$ cat config.mk
export PLATFORM = sky130hd
export DESIGN_NAME = bci_top
export DESIGN_NICKNAME = d
export VERILOG_FILES = /design/src/logic/bci_pkg.sv /design/src/logic/bci_sat_cnt.sv /design/src/logic/bci_buf2.sv /design/src/logic/bci_top.sv
export SDC_FILE = /design/constraint.sdc
export NUM_CORES = 1
export LEC_CHECK = 0
export BUFFER_PORTS_ARGS = -buffer_cell sky130_fd_sc_hd__buf_2
export CELL_PAD_IN_SITES_DETAIL_PLACEMENT = 1
export CELL_PAD_IN_SITES_GLOBAL_PLACEMENT = 2
export CORE_AREA = 2 2 201 203
export DETAILED_ROUTE_END_ITERATION = 16
export DIE_AREA = 0 0 203 205
export PLACE_DENSITY_LB_ADDON = 0.15
export SLEW_MARGIN = 20
export SYNTH_ARGS = -nofsm -noshare
export SYNTH_HDL_FRONTEND = slang
export SYNTH_HIERARCHICAL = 1
export SYNTH_SLANG_ARGS = --single-unit
$ cat constraint.sdc
create_clock -name clk -period 2.9 [get_ports clk]
set_clock_uncertainty 0.2 [all_clocks]
set_input_delay 0.58 -clock clk [delete_from_list [all_inputs] [get_ports clk]]
set_output_delay 0.58 -clock clk [all_outputs]
set_load 0.02 [all_outputs]
$ cat src/logic/bci_pkg.sv
package bci_pkg;

    // Host register port request, one cycle per access
    typedef struct packed {
        logic       rd;
        logic       wr;
        logic [7:0] addr;
        logic [7:0] wdata;
    } bci_hreq_t;

    // One transmit line bit with its framing context
    typedef struct packed {
        logic       fbit;
        logic [4:0] chan;
        logic       data;
    } bci_txw_t;

    // Register addresses
    localparam logic [7:0] BIT_TOTAL_BYTE0   = 8'hE3;
    localparam logic [7:0] BIT_TOTAL_BYTE1   = 8'hE4;
    localparam logic [7:0] BIT_TOTAL_BYTE2   = 8'hE5;
    localparam logic [7:0] BIT_TOTAL_BYTE3   = 8'hE6;
    localparam logic [7:0] ERROR_TOTAL_BYTE0 = 8'hE7;
    localparam logic [7:0] ERROR_TOTAL_BYTE1 = 8'hE8;
    localparam logic [7:0] ERROR_TOTAL_BYTE2 = 8'hE9;
    localparam logic [7:0] INSERT_RATE_CTL   = 8'hEB;
    localparam logic [7:0] INSERT_COUNT_LOW  = 8'hEC;
    localparam logic [7:0] INSERT_COUNT_HIGH = 8'hED;
    localparam logic [7:0] INSERT_REMAIN_LOW = 8'hEE;
    localparam logic [7:0] INSERT_REMAIN_HI  = 8'hEF;

    // Rate control fields
    localparam int         RATE_LSB       = 0;
    localparam int         CONST_BIT      = 4;
    localparam int         LOAD_BIT       = 7;
    localparam logic [7:0] RATE_CTL_WMASK = 8'h9F;
    localparam logic [3:0] RATE_NONE      = 4'h0;
    localparam logic [3:0] RATE_SHIFT_ADD = 4'h3;

    // Widths and reset values
    localparam int          BIT_TOTAL_W  = 32;
    localparam int          ERR_TOTAL_W  = 24;
    localparam int          INS_COUNT_W  = 10;
    localparam int          INS_PERIOD_W = 18;
    localparam int          CHANNELS     = 24;
    localparam logic [7:0]  REG_RESET    = 8'h00;
    localparam logic [7:0]  UNMAPPED_RD  = 8'h00;
    localparam int          BUF_DEPTH    = 2;

endpackage

$ cat src/logic/bci_sat_cnt.sv
`timescale 1ns/1ps
// Saturating event counter with clear and overflow pulse
module bci_sat_cnt #(
    parameter int W = 32
) (
    input  wire logic         clk,
    input  wire logic         nrst,
    input  wire logic         clr,
    input  wire logic         inc,
    output logic [W-1:0]      value,
    output logic              ovf_evt
);
    import bci_pkg::*;

    typedef struct packed {
        logic [W-1:0] cnt;
        logic         ovf;
    } bci_cnt_st_t;

    bci_cnt_st_t st_r;
    bci_cnt_st_t st_nxt;

    // Hold at all ones rather than wrap; pulse once on reaching it
    always_comb
    begin
        st_nxt     = st_r;
        st_nxt.ovf = 1'b0;
        if (clr)
            st_nxt.cnt = '0;
        else if (inc && !(&st_r.cnt))
        begin
            st_nxt.cnt = st_r.cnt + W'(1);
            st_nxt.ovf = &st_nxt.cnt;
        end
    end

    always_ff @(posedge clk or negedge nrst)
    begin
        if (!nrst)
            st_r <= '0;
        else
            st_r <= st_nxt;
    end

    assign value   = st_r.cnt;
    assign ovf_evt = st_r.ovf;
endmodule

$ cat src/logic/bci_buf2.sv
`timescale 1ns/1ps
// Two-entry buffer; a stalled receiver loses no word
module bci_buf2 (
    input  wire logic              clk,
    input  wire logic              nrst,
    input  wire logic              in_valid,
    output logic                   in_ready,
    input  wire bci_pkg::bci_txw_t in_data,
    output logic                   out_valid,
    input  wire logic              out_ready,
    output bci_pkg::bci_txw_t      out_data
);
    import bci_pkg::*;

    typedef struct packed {
        bci_txw_t [BUF_DEPTH-1:0] mem;
        logic                     wptr;
        logic                     rptr;
        logic [1:0]               cnt;
        logic                     rdy;
        logic                     ov;
        bci_txw_t                 od;
    } bci_buf_st_t;

    bci_buf_st_t st_r;
    bci_buf_st_t st_nxt;
    logic        push;
    logic        pop;

    // Ready kept as a flop so the stall path is registered
    always_comb
    begin
        st_nxt = st_r;
        push   = in_valid && st_r.rdy;
        pop    = out_ready && (st_r.cnt != 2'h0);
        if (push)
        begin
            st_nxt.mem[st_r.wptr] = in_data;
            st_nxt.wptr           = ~st_r.wptr;
        end
        if (pop)
            st_nxt.rptr = ~st_r.rptr;
        st_nxt.cnt = st_r.cnt + {1'b0, push} - {1'b0, pop};
        st_nxt.rdy = (st_nxt.cnt != 2'(BUF_DEPTH));
        // Head word and valid registered so the outputs leave flops
        st_nxt.ov  = (st_nxt.cnt != 2'h0);
        st_nxt.od  = st_nxt.mem[st_nxt.rptr];
    end

    always_ff @(posedge clk or negedge nrst)
    begin
        if (!nrst)
        begin
            st_r     <= '0;
            st_r.rdy <= 1'b1;
        end
        else
            st_r <= st_nxt;
    end

    assign in_ready  = st_r.rdy;
    assign out_valid = st_r.ov;
    assign out_data  = st_r.od;
endmodule

$ cat src/logic/bci_top.sv
`timescale 1ns/1ps
module bci_top (
    input  wire logic                clk,
    input  wire logic                nrst,
    input  wire bci_pkg::bci_hreq_t  hreq,
    output logic [7:0]               rdata,
    input  wire logic                rx_bit_en,
    input  wire logic                rx_sync,
    input  wire logic                rx_bit_err,
    input  wire logic                counter_clear_ctl,
    input  wire logic                ovf_flag_clear,
    output logic                     bit_total_overflow,
    output logic                     error_total_overflow,
    input  wire logic                per_chan_mode,
    input  wire logic [23:0]         chan_sel,
    input  wire logic                tx_in_valid,
    output logic                     tx_in_ready,
    input  wire bci_pkg::bci_txw_t   tx_in,
    output logic                     tx_out_valid,
    input  wire logic                tx_out_ready,
    output bci_pkg::bci_txw_t        tx_out
);
    import bci_pkg::*;

    typedef struct packed {
        logic [7:0]              ctl;
        logic [INS_COUNT_W-1:0]  count;
        logic [INS_COUNT_W-1:0]  remain;
        logic [3:0]              rate_act;
        logic [INS_PERIOD_W-1:0] period;
        logic                    load_prev;
        logic                    clr_prev;
        logic [7:0]              rdata;
        logic                    ovf_bit;
        logic                    ovf_err;
    } bci_st_t;

    bci_st_t                 st_r;
    bci_st_t                 st_nxt;
    logic [BIT_TOTAL_W-1:0]  bit_total;
    logic [ERR_TOTAL_W-1:0]  err_total;
    logic                    bit_ovf_evt;
    logic                    err_ovf_evt;
    logic                    clr_pulse;
    logic                    bit_inc;
    logic                    err_inc;
    logic                    buf_in_ready;
    logic                    in_fire;
    logic                    eligible;
    logic                    armed;
    logic                    constant;
    logic                    flip;
    logic                    load_rise;
    logic [CHANNELS-1:0]     chan_hit;
    logic [INS_PERIOD_W-1:0] period_last;
    bci_txw_t                tx_mod;

    // Clear acts on the rising edge of the clear control only
    assign clr_pulse = counter_clear_ctl && !st_r.clr_prev;
    assign bit_inc   = rx_sync && rx_bit_en;
    assign err_inc   = rx_sync && rx_bit_en && rx_bit_err;

    // Received bit and errored bit totals
    bci_sat_cnt #(
        .W       (BIT_TOTAL_W)
    ) u_bit_total (
        .clk     (clk),
        .nrst    (nrst),
        .clr     (clr_pulse),
        .inc     (bit_inc),
        .value   (bit_total),
        .ovf_evt (bit_ovf_evt)
    );

    bci_sat_cnt #(
        .W       (ERR_TOTAL_W)
    ) u_err_total (
        .clk     (clk),
        .nrst    (nrst),
        .clr     (clr_pulse),
        .inc     (err_inc),
        .value   (err_total),
        .ovf_evt (err_ovf_evt)
    );

    // One comparator per time slot; a channel code past the last slot never matches
    for (genvar g = 0; g < CHANNELS; g++)
    begin : g_chan
        assign chan_hit[g] = chan_sel[g] && (tx_in.chan == 5'(g));
    end

    // Insertion decode on the word being accepted this cycle
    assign constant    = st_r.ctl[CONST_BIT];
    assign in_fire     = tx_in_valid && buf_in_ready;
    assign eligible    = in_fire && !tx_in.fbit
                         && (!per_chan_mode || (|chan_hit));
    assign armed       = (st_r.rate_act != RATE_NONE)
                         && (constant || (st_r.remain != '0));
    // Period is 2^(k+3); shift sum kept five bits wide so codes 13 to 15 do not wrap
    assign period_last = INS_PERIOD_W'((19'h1 << ({1'b0, st_r.rate_act} + 5'(RATE_SHIFT_ADD))) - 19'h1);
    assign flip        = eligible && armed && (st_r.period == period_last);
    assign load_rise   = st_r.ctl[LOAD_BIT] && !st_r.load_prev;

    always_comb
    begin
        tx_mod      = tx_in;
        tx_mod.data = tx_in.data ^ flip;
    end

    // Main state update
    always_comb
    begin
        st_nxt           = st_r;
        st_nxt.load_prev = st_r.ctl[LOAD_BIT];
        st_nxt.clr_prev  = counter_clear_ctl;

        // Host writes; unused control bits are forced to zero
        if (hreq.wr)
        begin
            unique case (hreq.addr)
                INSERT_RATE_CTL:   st_nxt.ctl = hreq.wdata & RATE_CTL_WMASK;
                INSERT_COUNT_LOW:  st_nxt.count[7:0] = hreq.wdata;
                INSERT_COUNT_HIGH: st_nxt.count[INS_COUNT_W-1:8] = hreq.wdata[1:0];
                default:           st_nxt.ctl = st_r.ctl;
            endcase
        end

        // Host reads answer one cycle later; unmapped reads give zero
        if (hreq.rd)
        begin
            unique case (hreq.addr)
                BIT_TOTAL_BYTE0:   st_nxt.rdata = bit_total[7:0];
                BIT_TOTAL_BYTE1:   st_nxt.rdata = bit_total[15:8];
                BIT_TOTAL_BYTE2:   st_nxt.rdata = bit_total[23:16];
                BIT_TOTAL_BYTE3:   st_nxt.rdata = bit_total[31:24];
                ERROR_TOTAL_BYTE0: st_nxt.rdata = err_total[7:0];
                ERROR_TOTAL_BYTE1: st_nxt.rdata = err_total[15:8];
                ERROR_TOTAL_BYTE2: st_nxt.rdata = err_total[23:16];
                INSERT_RATE_CTL:   st_nxt.rdata = st_r.ctl;
                INSERT_COUNT_LOW:  st_nxt.rdata = st_r.count[7:0];
                INSERT_COUNT_HIGH: st_nxt.rdata = {6'h00, st_r.count[INS_COUNT_W-1:8]};
                INSERT_REMAIN_LOW: st_nxt.rdata = st_r.remain[7:0];
                INSERT_REMAIN_HI:  st_nxt.rdata = {6'h00, st_r.remain[INS_COUNT_W-1:8]};
                default:           st_nxt.rdata = UNMAPPED_RD;
            endcase
        end

        // Rate only changes at a framing bit; phase restarts with it
        if (in_fire && tx_in.fbit)
        begin
            st_nxt.rate_act = st_r.ctl[RATE_LSB +: 4];
            if (st_nxt.rate_act != st_r.rate_act)
                st_nxt.period = '0;
        end
        else if (eligible && armed)
        begin
            if (flip)
                st_nxt.period = '0;
            else
                st_nxt.period = st_r.period + INS_PERIOD_W'(1);
        end

        // Load wins over a decrement landing in the same cycle
        if (load_rise)
            st_nxt.remain = st_r.count;
        else if (flip && !constant)
            st_nxt.remain = st_r.remain - INS_COUNT_W'(1);

        // Sticky overflow flags; a new overflow beats a clear
        if (ovf_flag_clear)
        begin
            st_nxt.ovf_bit = 1'b0;
            st_nxt.ovf_err = 1'b0;
        end
        if (bit_ovf_evt)
            st_nxt.ovf_bit = 1'b1;
        if (err_ovf_evt)
            st_nxt.ovf_err = 1'b1;
    end

    always_ff @(posedge clk or negedge nrst)
    begin
        if (!nrst)
        begin
            st_r       <= '0;
            st_r.ctl   <= REG_RESET;
            st_r.rdata <= REG_RESET;
        end
        else
            st_r <= st_nxt;
    end

    // Output buffer absorbs a receiver stall without dropping a bit
    bci_buf2 u_buf (
        .clk       (clk),
        .nrst      (nrst),
        .in_valid  (tx_in_valid),
        .in_ready  (buf_in_ready),
        .in_data   (tx_mod),
        .out_valid (tx_out_valid),
        .out_ready (tx_out_ready),
        .out_data  (tx_out)
    );

    assign tx_in_ready          = buf_in_ready;
    assign rdata                = st_r.rdata;
    assign bit_total_overflow   = st_r.ovf_bit;
    assign error_total_overflow = st_r.ovf_err;
endmodule

# Yosys cells after proc, flatten, opt, wreduce, memory -nomap -nowiden
# Cells that the tools add are included.
# W data, S select, Z words.
[totals]
reg_bits = 145
in_bits = 59
out_inout_bits = 19
elab_cells = 175
[op_classes]
shifts = 1
mux = 23
n_eq_ne = 39
bitwise = 3
reduce_logical = 69
order_cmp = 3
add_sub_neg = 8
[ops]
columns = ["op", "count"]
rows = [
  ["$eq A8 B8 Y1 const B", 12],
  ["$pmux W8 S12", 1],
  ["$mux W18", 4],
  ["$reduce_and A32 Y1", 2],
  ["$reduce_and A24 Y1", 2],
  ["$eq A5 B4 Y1 const B", 8],
  ["$eq A5 B5 Y1 const B", 8],
  ["$logic_and A1 B1 Y1", 40],
  ["$mux W33", 1],
  ["$add A32 B1 Y32 const B", 1],
  ["$mux W32", 1],
  ["$mux W25", 1],
  ["$add A24 B1 Y24 const B", 1],
  ["$mux W24", 1],
  ["$reduce_or A24 Y1", 1],
  ["$mux W7", 3],
  ["$eq A5 B3 Y1 const B", 4],
  ["$mux W10", 2],
  ["$add A18 B1 Y18 const B", 1],
  ["$eq A18 B18 Y1", 1],
  ["$shl A1 B5 Y18 const A", 1],
  ["$sub A18 B1 Y18 const B", 1],
  ["$reduce_bool A2 Y1", 8],
  ["$mux W15", 1],
  ["23 further kinds", 40],
]

# Longest topological paths before layout
# Gate-level depths: netlist (run 1).
[depth]
ltp_word = 12
depth_mapped = 13
depth_no_buf = 11

# Hierarchy
# Netlist (run 1), hierarchy kept.
[modules_own_cells]
columns = ["module", "cells_per_inst", "instances", "seq_area_each_um2", "area_each_um2"]
rows = [
  ["bci_top", 540, 1, 1501.4, 4747.1],
  ["bci_sat_cnt at u_bit_total", 234, 1, 825.8, 2089.5],
  ["bci_sat_cnt at u_err_total", 176, 1, 625.6, 1630.3],
  ["bci_buf2", 110, 1, 676.9, 1278.7],
]

# Worst setup path after synthesis (run 1)
# Ideal clock, no wire load.
[synth_timing]
kind = "register -> register"
from = "register st_r[32] (netlist name)"
to = "register u_buf.st_r, in the netlist u_buf/out_data[0]"
stages_incl_launch_ff = 13
slack_ns = -0.138
period_less_slack_ns = 3.038
n_path_buf = 2
required_ns = 2.574
setup_ns = 0.126
t_arrival_ns = 2.712
cell_sequence = "dfrtp_1 buf_2 or3_1 a211oi_1 o22ai_1 a211oi_4 nand4_2 clkbuf_1 nor2_1 xor2_1 nor3_1 nor4_1 a311o_1"
[synth_lines]
columns = ["item", "line_no", "source"]
rows = [
  ["end signal: assignment", "bci_buf2.sv:58", "st_r <= st_nxt;"],
  ["end: declaration", "bci_buf2.sv:25", "bci_buf_st_t st_r;"],
]

==> metrics.log, run 1 <==
INFO  metric run_status = complete, no violations
INFO  metric comb_pwr_share = 0.296
INFO  metric report.power.total = between 7 and 8 mW
INFO  metric hpwlAfterDp = around 25 mm
INFO  metric max-vdd-ir-drop = 368 uV
INFO  metric fmax = 354 MHz
INFO  metric io_buffer_count = between 70 and 80
INFO  metric die_height = 205 um
INFO  metric maxUsedRoutingLayer = met4
INFO  metric p_sw_frac = 0.332
INFO  metric antenna_violations_before_repair = 0
INFO  metric worstSkewPairLatency = 0.45 ns
INFO  metric synth_sequential_area_ratio = 0.372
INFO  metric fin_crit_sh = 0.973
INFO  metric sequential_power_share = 0.372
INFO  metric critPathCapture = st_r[37]
INFO  metric critPathCaptureType = flip-flop
INFO  metric finish.utilization = 0.307
INFO  metric cp.required = 3.07 ns
INFO  metric drv_slew = 0
INFO  metric firstDrtPassIters = 5
INFO  metric fp.coreArea = about 40000 um^2
INFO  metric globalRouteOverflowTotal = 0
INFO  metric area_growth_syn_to_layout = 23.9%
INFO  metric grtUsageTotal = 0.170
INFO  metric gp_routability_congestion = between 0.7 and 0.8
INFO  metric synth-edff-count = 0
INFO  metric final.setup.tns = 0 ns
INFO  metric worstReg2RegEnd = st_r[37]
INFO  metric setup-violations-final = 0
INFO  metric worst-endpoint-arrival = approximately 3.0 ns
INFO  metric cts.path.max_buffers = 2
INFO  metric reg2reg_slack = a little under 0.08 ns
INFO  metric n_diodes = 0
INFO  metric cts-buffers-inserted = 17
INFO  metric synth-warning-count = 6
INFO  metric synth.cell_area = approximately 9700 um^2
INFO  metric ios = approximately 80
INFO  metric syn-instance-count = between 1000 and 1500
INFO  metric post_synth_num_cell_types = a little under 90
INFO  metric synthArstFlopShare = 1.00
INFO  metric power_switching = approximately 2.3 mW
INFO  metric std_cell_rows = 73
INFO  metric synthFlopType = sky130_fd_sc_hd__dfrtp_1
INFO  metric part_of_the_power_in_the_clock_network = 0.333
INFO  metric multi_input_comb_area = between 5000 and 6000 um^2
INFO  metric dieWidth = between 200 and 250 um
INFO  metric dpl.cell_count = ~1700
INFO  metric num_vias = 8771
INFO  metric ctsHtreeMaxLevel = 4
INFO  metric number_of_cell_instances_on_the_worst_register_to_register_path = 8
INFO  metric drive_gt1_frac = 0.275
INFO  metric clk_transition_reported_paths = ~0.060 ns
INFO  metric fillerInstances = between 4000 and 5000
INFO  metric route.met2.wl = between 15 and 20 mm
INFO  metric crit_type = reg2reg
INFO  metric internal_power = around 4.7 mW
INFO  metric cts_tree = built
INFO  metric hold_violations = 0
INFO  metric wl = between 30 and 40 mm
INFO  metric final.min_clock_period = between 2 and 3 ns
INFO  metric drt-wirelength-per-cell = slightly below 20 um
INFO  metric finish.cell_count_without_fillers = ~1700
INFO  metric holdCritPathClass = in2reg
INFO  metric timing.critical_path.from = st_r[30]
INFO  metric floorplan.initialDensity = 0.248
INFO  metric relative_slew_slack = 0.523
INFO  metric routedLengthMet1 = about 16 mm
INFO  metric syn-mean-instance-area = just over 9 um^2
INFO  metric number_of_global_route_vias_before_repair = ~9400
INFO  metric worstSetupStartpointType = flip-flop
INFO  metric timing.max_cap.violations = 0
INFO  metric pin_count_of_the_biggest_net_entering_global_routing = between 50 and 60
INFO  metric detail_route.iter0.violations = between 400 and 500
INFO  metric layout.nets = 1259
INFO  metric tightestPinTransition = between 0.7 and 0.8 ns
INFO  metric number_of_vias_per_cell = 5.08
INFO  metric design.die.area = around 42000 um^2
INFO  metric ff_latch_area = 3630 um^2
INFO  metric grt_setup_unrepaired = true
INFO  metric detailed_route_wirelength_on_metal3 = slightly above 800 um
INFO  metric ys_ff_latch = between 100 and 150
INFO  metric wire_length_of_the_first_global_routing_pass = roughly 55 mm
INFO  metric crit_path_max_fanout = 5
INFO  metric power.leakage = 4.94 nW
INFO  metric clockRootBuffer = sky130_fd_sc_hd__clkbuf_16
INFO  metric cts.sinks = about 150
INFO  metric rr_startpoint = st_r[30]
INFO  metric drt.antenna.violating_nets = 0
INFO  metric power_per_cell_area = 583 nW/um^2
INFO  metric drc = 0
cell usage after synthesis, types with 7 or more instances:
library cell	n	area, um^2
sky130_fd_sc_hd__nor3b_1	10	75.1
sky130_fd_sc_hd__and3_1	19	119
sky130_fd_sc_hd__mux2_2	39	439
sky130_fd_sc_hd__clkbuf_1	39	146
sky130_fd_sc_hd__buf_2	24	120
sky130_fd_sc_hd__a21oi_1	47	235
sky130_fd_sc_hd__nand2b_1	9	56.3
sky130_fd_sc_hd__dfrtp_1	144	3600
sky130_fd_sc_hd__and4_1	16	140
sky130_fd_sc_hd__nand4_1	23	144
sky130_fd_sc_hd__nor4_1	20	125
sky130_fd_sc_hd__a31oi_1	22	138
sky130_fd_sc_hd__xnor2_1	27	236
sky130_fd_sc_hd__xor2_1	13	114
sky130_fd_sc_hd__o211ai_1	14	105
sky130_fd_sc_hd__nand4b_1	14	123
sky130_fd_sc_hd__o21ai_1	15	75.1
sky130_fd_sc_hd__nand3_1	47	235
sky130_fd_sc_hd__nor3_1	39	195
sky130_fd_sc_hd__nor2_1	73	274
sky130_fd_sc_hd__nor2b_1	12	75.1
sky130_fd_sc_hd__o21ai_0	22	110
sky130_fd_sc_hd__or4_1	23	173
sky130_fd_sc_hd__o31ai_1	19	143
sky130_fd_sc_hd__inv_1	30	113
sky130_fd_sc_hd__buf_4	17	128
sky130_fd_sc_hd__ha_1	9	113
sky130_fd_sc_hd__mux2i_1	24	240
sky130_fd_sc_hd__o22ai_1	13	81.3
sky130_fd_sc_hd__mux4_2	8	180
sky130_fd_sc_hd__or3_1	27	169
sky130_fd_sc_hd__and2_1	7	43.8
sky130_fd_sc_hd__nand2_1	70	263
worst max-delay path: stages, from the launching register on:
cell                      delay (ns)
sky130_fd_sc_hd__dfrtp_2        0.44
sky130_fd_sc_hd__buf_6          0.14
sky130_fd_sc_hd__a211o_1        0.30
sky130_fd_sc_hd__or3_1          0.32
sky130_fd_sc_hd__a32oi_2        0.32
sky130_fd_sc_hd__buf_4          0.20
sky130_fd_sc_hd__nand4_4        0.11
sky130_fd_sc_hd__or4_1          0.53
sky130_fd_sc_hd__a31oi_1        0.17
cell usage in the layout, fill, tap and decap left out, types with 7 or more instances in the layout:
master,n
sky130_fd_sc_hd__nand4_1,23
sky130_fd_sc_hd__buf_4,112
sky130_fd_sc_hd__and3_1,19
sky130_fd_sc_hd__nor4_1,16
sky130_fd_sc_hd__buf_2,77
sky130_fd_sc_hd__a31oi_1,22
sky130_fd_sc_hd__o21ai_1,15
sky130_fd_sc_hd__dfrtp_1,140
sky130_fd_sc_hd__o22ai_1,12
sky130_fd_sc_hd__or4_1,23
sky130_fd_sc_hd__ha_1,9
sky130_fd_sc_hd__nand4b_1,14
sky130_fd_sc_hd__nor2b_1,11
sky130_fd_sc_hd__nor2_1,72
sky130_fd_sc_hd__xnor2_1,27
sky130_fd_sc_hd__o31ai_1,19
sky130_fd_sc_hd__mux2i_1,24
sky130_fd_sc_hd__mux2_2,39
sky130_fd_sc_hd__o211ai_1,14
sky130_fd_sc_hd__a21oi_1,47
sky130_fd_sc_hd__and2_1,7
sky130_fd_sc_hd__nand2b_1,9
sky130_fd_sc_hd__o21ai_0,22
sky130_fd_sc_hd__xor2_1,12
sky130_fd_sc_hd__mux4_2,8
sky130_fd_sc_hd__and4_1,15
sky130_fd_sc_hd__nand2_1,70
sky130_fd_sc_hd__nor3_1,34
sky130_fd_sc_hd__nor3b_1,10
sky130_fd_sc_hd__or3_1,27
sky130_fd_sc_hd__inv_1,30
sky130_fd_sc_hd__nand3_1,47
sky130_fd_sc_hd__clkbuf_16,17
state kept, by name, summed over array words and instances, names as in the netlist, 7 cells and up:
register	count
rdata	8
u_buf/out_data	7
u_err_total/value	24
st_r	48
u_bit_total/value	32
u_buf/st_r	18
repair_timing:
item,CTS,global route
buffers inserted,0,13
cloned,0,1
hold endpoints to repair,49,0
hold buffers,1,0
pin swaps,0,13
gates resized for setup,7,24
endpoints found under the setup margin,19,20
how the worst min path moves through the flow:
stage	startpoint	slack, ns	to	depth (start not counted)
finish	counter_clear_ctl	0.05	st_r[10]	1
global route	counter_clear_ctl	0.04	st_r[10]	1
CTS	counter_clear_ctl	0.03	st_r[10]	1
detailed placement	u_err_total/ovf_evt	0.22	error_total_overflow	1
global placement	u_bit_total/ovf_evt	0.21	bit_total_overflow	1
floorplan	nrst	0.08	bit_total_overflow	0
cells by family (layout without fill, tap and decap cells):
logic type,Yosys count,after routing,synth area share
simple gates,446,447,0.265
compound gates,225,225,0.164
flops,145,145,0.372
buf+inv,121,262,0.0593
mux,72,72,0.0897
xor+xnor,41,41,0.0376
fa+ha+maj,9,9,0.0116
other cells,1,2,0.000385
layer usage:
metal	GRT usage	up-vias
met5	0	-
met4	0.0349	0
met3	0.0283	19
met2	0.295	88
met1	0.221	4423
li1	-	4241
final cells by class:
class / instances / area share
multi-input cells: 796 / 0.471
flip-flops and latches: 145 / 0.301
repair buffers: 199 / 0.114
well taps: 525 / 0.0544
clock buffers: 20 / 0.0387
clock inverters: 11 / 0.0113
inverters: 32 / 0.00995
through the flow:
stage / area, um^2 / hold WS, ns / setup slack, ns
2_1_floorplan: 9770 / 0.0844 / 0.0331
4_1_cts: 11800 / 0.0263 / 0.00735
5_1_grt: 12100 / 0.0355 / -0.0473
6_report: 12100 / 0.0526 / 0.0785
3_3_place_gp: 11200 / 0.215 / -0.174
3_5_place_dp: 11200 / 0.224 / -0.215
power groups by stage:
stage	clock (mW)	sequential, mW	combinational, mW
2_1_floorplan	0	2.57	1.35
3_3_place_gp	0	2.65	1.94
3_5_place_dp	0	2.66	1.95
4_1_cts	2.43	2.63	1.97
5_1_grt	2.52	2.67	2.31
6_report	2.34	2.62	2.08
(Power assumes the default switching activity.)
==> run 2, diff against run 1 <==
--- a/config.mk
+++ b/config.mk
@@ -8,9 +8,9 @@
 export BUFFER_PORTS_ARGS = -buffer_cell sky130_fd_sc_hd__buf_2
 export CELL_PAD_IN_SITES_DETAIL_PLACEMENT = 1
 export CELL_PAD_IN_SITES_GLOBAL_PLACEMENT = 2
-export CORE_AREA = 2 2 201 203
+export CORE_AREA = 10 10 178 180
 export DETAILED_ROUTE_END_ITERATION = 16
-export DIE_AREA = 0 0 203 205
+export DIE_AREA = 0 0 188 190
 export PLACE_DENSITY_LB_ADDON = 0.15
 export SLEW_MARGIN = 20
 export SYNTH_ARGS = -nofsm -noshare
==> run 2 against run 1 <==
  * Fmax up 1.3%
  * Worst hold slack improved by 0.023 ns
  * Combinational power fell by 7%
  * Worst setup slack improved by 0.037 ns
  * Critical endpoint is now st_r[41]
  * Largest cell class unchanged
  * Largest power group unchanged
  * Highest routed layer unchanged
==> metrics.log, run 2 (synthesis gave the netlist of run 1 again) <==
INFO  metric run_status = complete, no violations
INFO  metric holdCritPathClass = in2reg
INFO  metric power.leakage = 4.80 nW (-2.8%)
INFO  metric postLayoutSetupSlackWorst = 0.115 ns (+0.0369 ns)
INFO  metric worst-endpoint-arrival = 2.96 ns (-0.03 ns)
INFO  metric cts-buffers-inserted = 17 (unchanged)
INFO  metric clockRootBuffer = sky130_fd_sc_hd__clkbuf_16
INFO  metric hpwlAfterDp = 23.5 mm (-6.1%)
INFO  metric worstSkewPairLatency = 0.44 ns (about the same)
INFO  metric timing.critical_path.from = st_r[31]
INFO  metric max_flop_register = st_r
INFO  metric timing.hold.worst.start = counter_clear_ctl
INFO  metric final.min_clock_period = 2.78 ns (-0.0369 ns)
INFO  metric gp_routability_congestion = 0.825 (+8.7%)
INFO  metric drv_slew = 0 (unchanged)
INFO  metric floorplan.initialDensity = 0.345 (+0.0976)
INFO  metric final.setup.tns = 0 ns (unchanged)
INFO  metric final_common_cell = sky130_fd_sc_hd__dfrtp_1
INFO  metric number_of_global_route_vias_before_repair = 9241 (-1.6%)
INFO  metric relative_slew_slack = 0.545 (+0.0222)
INFO  metric largest_register_ffs = 48 (unchanged)
INFO  metric setup-violations-final = 0 (unchanged)
INFO  metric timing.max_cap.violations = 0 (unchanged)
INFO  metric antenna_violations_before_repair = 1 (+1)
INFO  metric drt.antenna.violating_nets = 0 (unchanged)
INFO  metric crit_path_max_fanout = 6 (+1)
INFO  metric tightestPinTransition = 0.683 ns (-0.0333 ns)
INFO  metric wire_length_of_the_first_global_routing_pass = 51.6 mm (-6.1%)
INFO  metric clk_transition_reported_paths = 0.06 ns (about the same)
INFO  metric layout.nets = 1240 (-1.5%)
INFO  metric critPathCaptureType = flip-flop
INFO  metric finish.utilization = 0.412 (+0.106)
INFO  metric detail_route.iter0.violations = 466 (-3.7%)
INFO  metric grtUsageTotal = 0.177 (+0.00749)
INFO  metric drc = 0 (unchanged)
INFO  metric report.power.total = 6.94 mW (-1.5%)
INFO  metric drive_gt1_frac = 0.256 (-0.0194)
INFO  metric place_ws = -0.224 ns (-0.00865 ns)
INFO  metric grt_setup_unrepaired = true
INFO  metric wl = 31.7 mm (-7.2%)
INFO  metric design.die.area = 35700 um^2 (-14%)
INFO  metric firstDrtPassIters = 4 (-1)
INFO  metric std_cell_rows = 62 (-15%)
INFO  metric max-vdd-ir-drop = 408 uV (+11%)
INFO  metric io_buffer_count = 77 (unchanged)
INFO  metric globalRouteOverflowTotal = 0 (unchanged)
INFO  metric pin_count_of_the_biggest_net_entering_global_routing = 53 (unchanged)
INFO  metric area_growth_syn_to_layout = 19.5%
INFO  metric cts.path.max_buffers = 2 (unchanged)
INFO  metric ios = 78 (unchanged)
INFO  metric drt-wirelength-per-cell = 20.2 um (+2.2%)
INFO  metric mostFrequentLayoutCells = sky130_fd_sc_hd__dfrtp_1 (141), sky130_fd_sc_hd__buf_4 (98), sky130_fd_sc_hd__buf_2 (77), sky130_fd_sc_hd__nor2_1 (72), sky130_fd_sc_hd__nand2_1 (70)
INFO  metric crit_type = reg2reg
INFO  metric placedInstanceArea = 11000 um^2 (-2.2%)
INFO  metric dieWidth = 188 um (-7.4%)
INFO  metric worstSetupStartpointType = flip-flop
INFO  metric fin_area = 11600 um^2 (-3.6%)
INFO  metric hold_violations = 0 (unchanged)
INFO  metric number_of_vias_per_cell = 5.60 (+10%)
INFO  metric rr_startpoint = st_r[31]
INFO  metric num_vias = 8796 (+0.29%)
INFO  metric power_per_cell_area = 596 nW/um^2 (+2.1%)
INFO  metric cts_tree = built
INFO  metric cts.sinks = 145 (unchanged)
INFO  metric cp.required = 3.07 ns (about the same)
INFO  metric fp.coreArea = 28200 um^2 (-28%)
INFO  metric fmax = 359 MHz (+1.3%)
INFO  metric die_height = 190 um (-7.3%)
INFO  metric fin_crit_sh = 0.960 (-0.0127)
INFO  metric ctsHtreeMaxLevel = 4 (unchanged)
==> run 2: cell types whose count changed in the layout (fill, tap and decap cells not counted), sizes merged <==
| cell | previous run | this run |
|---|---|---|
| buf | 198 | 179 |
| clkinv | 8 | 3 |
| inv | 31 | 36 |
| clkinvlp | 1 | 4 |
| clkbuf | 20 | 18 |
| diode | 0 | 1 |
==> run 2: area by class of cell <==
type | count | area, um^2
fill | 3346 | 16600
multi-input combinational | 796 | 5600
sequential | 145 | 3630
timing repair buffer | 180 | 1200
tap | 384 | 480
clock buffer | 18 | 429
clock inverter | 14 | 178
inverter | 32 | 120
antenna | 1 | 2.50
==> run 2: stage by stage <==
stage / hold WS (ns) / instances
floorplan: 0.0844 / 1061
global placement: 0.249 / 1531
detailed placement: 0.244 / 1531
CTS: 0.0613 / 1564
global route: 0.0683 / 1570
finish: 0.0759 / 1570
==> run 2: what timing repair did <==
action | in CTS | in global routing
setup buffers | 0 | 4
setup endpoints to repair | 5 | 12
hold endpoints to repair | 43 | 0
gates resized for setup | 1 | 8
pin swaps | 0 | 1
gates cloned | 0 | 1
hold buffers | 1 | 0
==> run 2: power by group <==
group | leakage (nW) | internal, mW | total, mW | switching [mW]
clock | 0.284 | 1.37 | 2.38 | 1.02
sequential | 1.91 | 2.34 | 2.62 | 0.278
combinational | 2.61 | 0.862 | 1.93 | 1.07
==> run 2: path summary, 6_finish.rpt <==
check	cells after the start	end	slack, ns
worst min register to register	1	bit_total_overflow	0.26
worst max-delay path	9	st_r[41]	0.12
max in group asynchronous	3	u_err_total/value[1]	1.37
worst max register to register	9	st_r[41]	0.12
worst min-delay path	1	st_r[10]	0.08
min in group asynchronous	2	u_buf/st_r[21]	0.46
==> run 2: routing by layer <==
layer  track usage  part of all wire  vias to the layer above
li1              -                 -                     4214
met5             0                 0                        -
met1         0.219              0.45                     4466
met3        0.0287             0.024                       17
met4        0.0357            0.0099                        0
met2         0.318              0.52                       99
==> run 2: critical path: stages (launching register included) <==
cell	delay (ns)
sky130_fd_sc_hd__dfrtp_2	0.40
sky130_fd_sc_hd__buf_2	0.17
sky130_fd_sc_hd__a211o_1	0.32
sky130_fd_sc_hd__or3_1	0.33
sky130_fd_sc_hd__a32oi_2	0.25
sky130_fd_sc_hd__buf_4	0.19
sky130_fd_sc_hd__nand4_4	0.14
sky130_fd_sc_hd__buf_4	0.17
sky130_fd_sc_hd__or4_1	0.49
sky130_fd_sc_hd__nand3_1	0.09
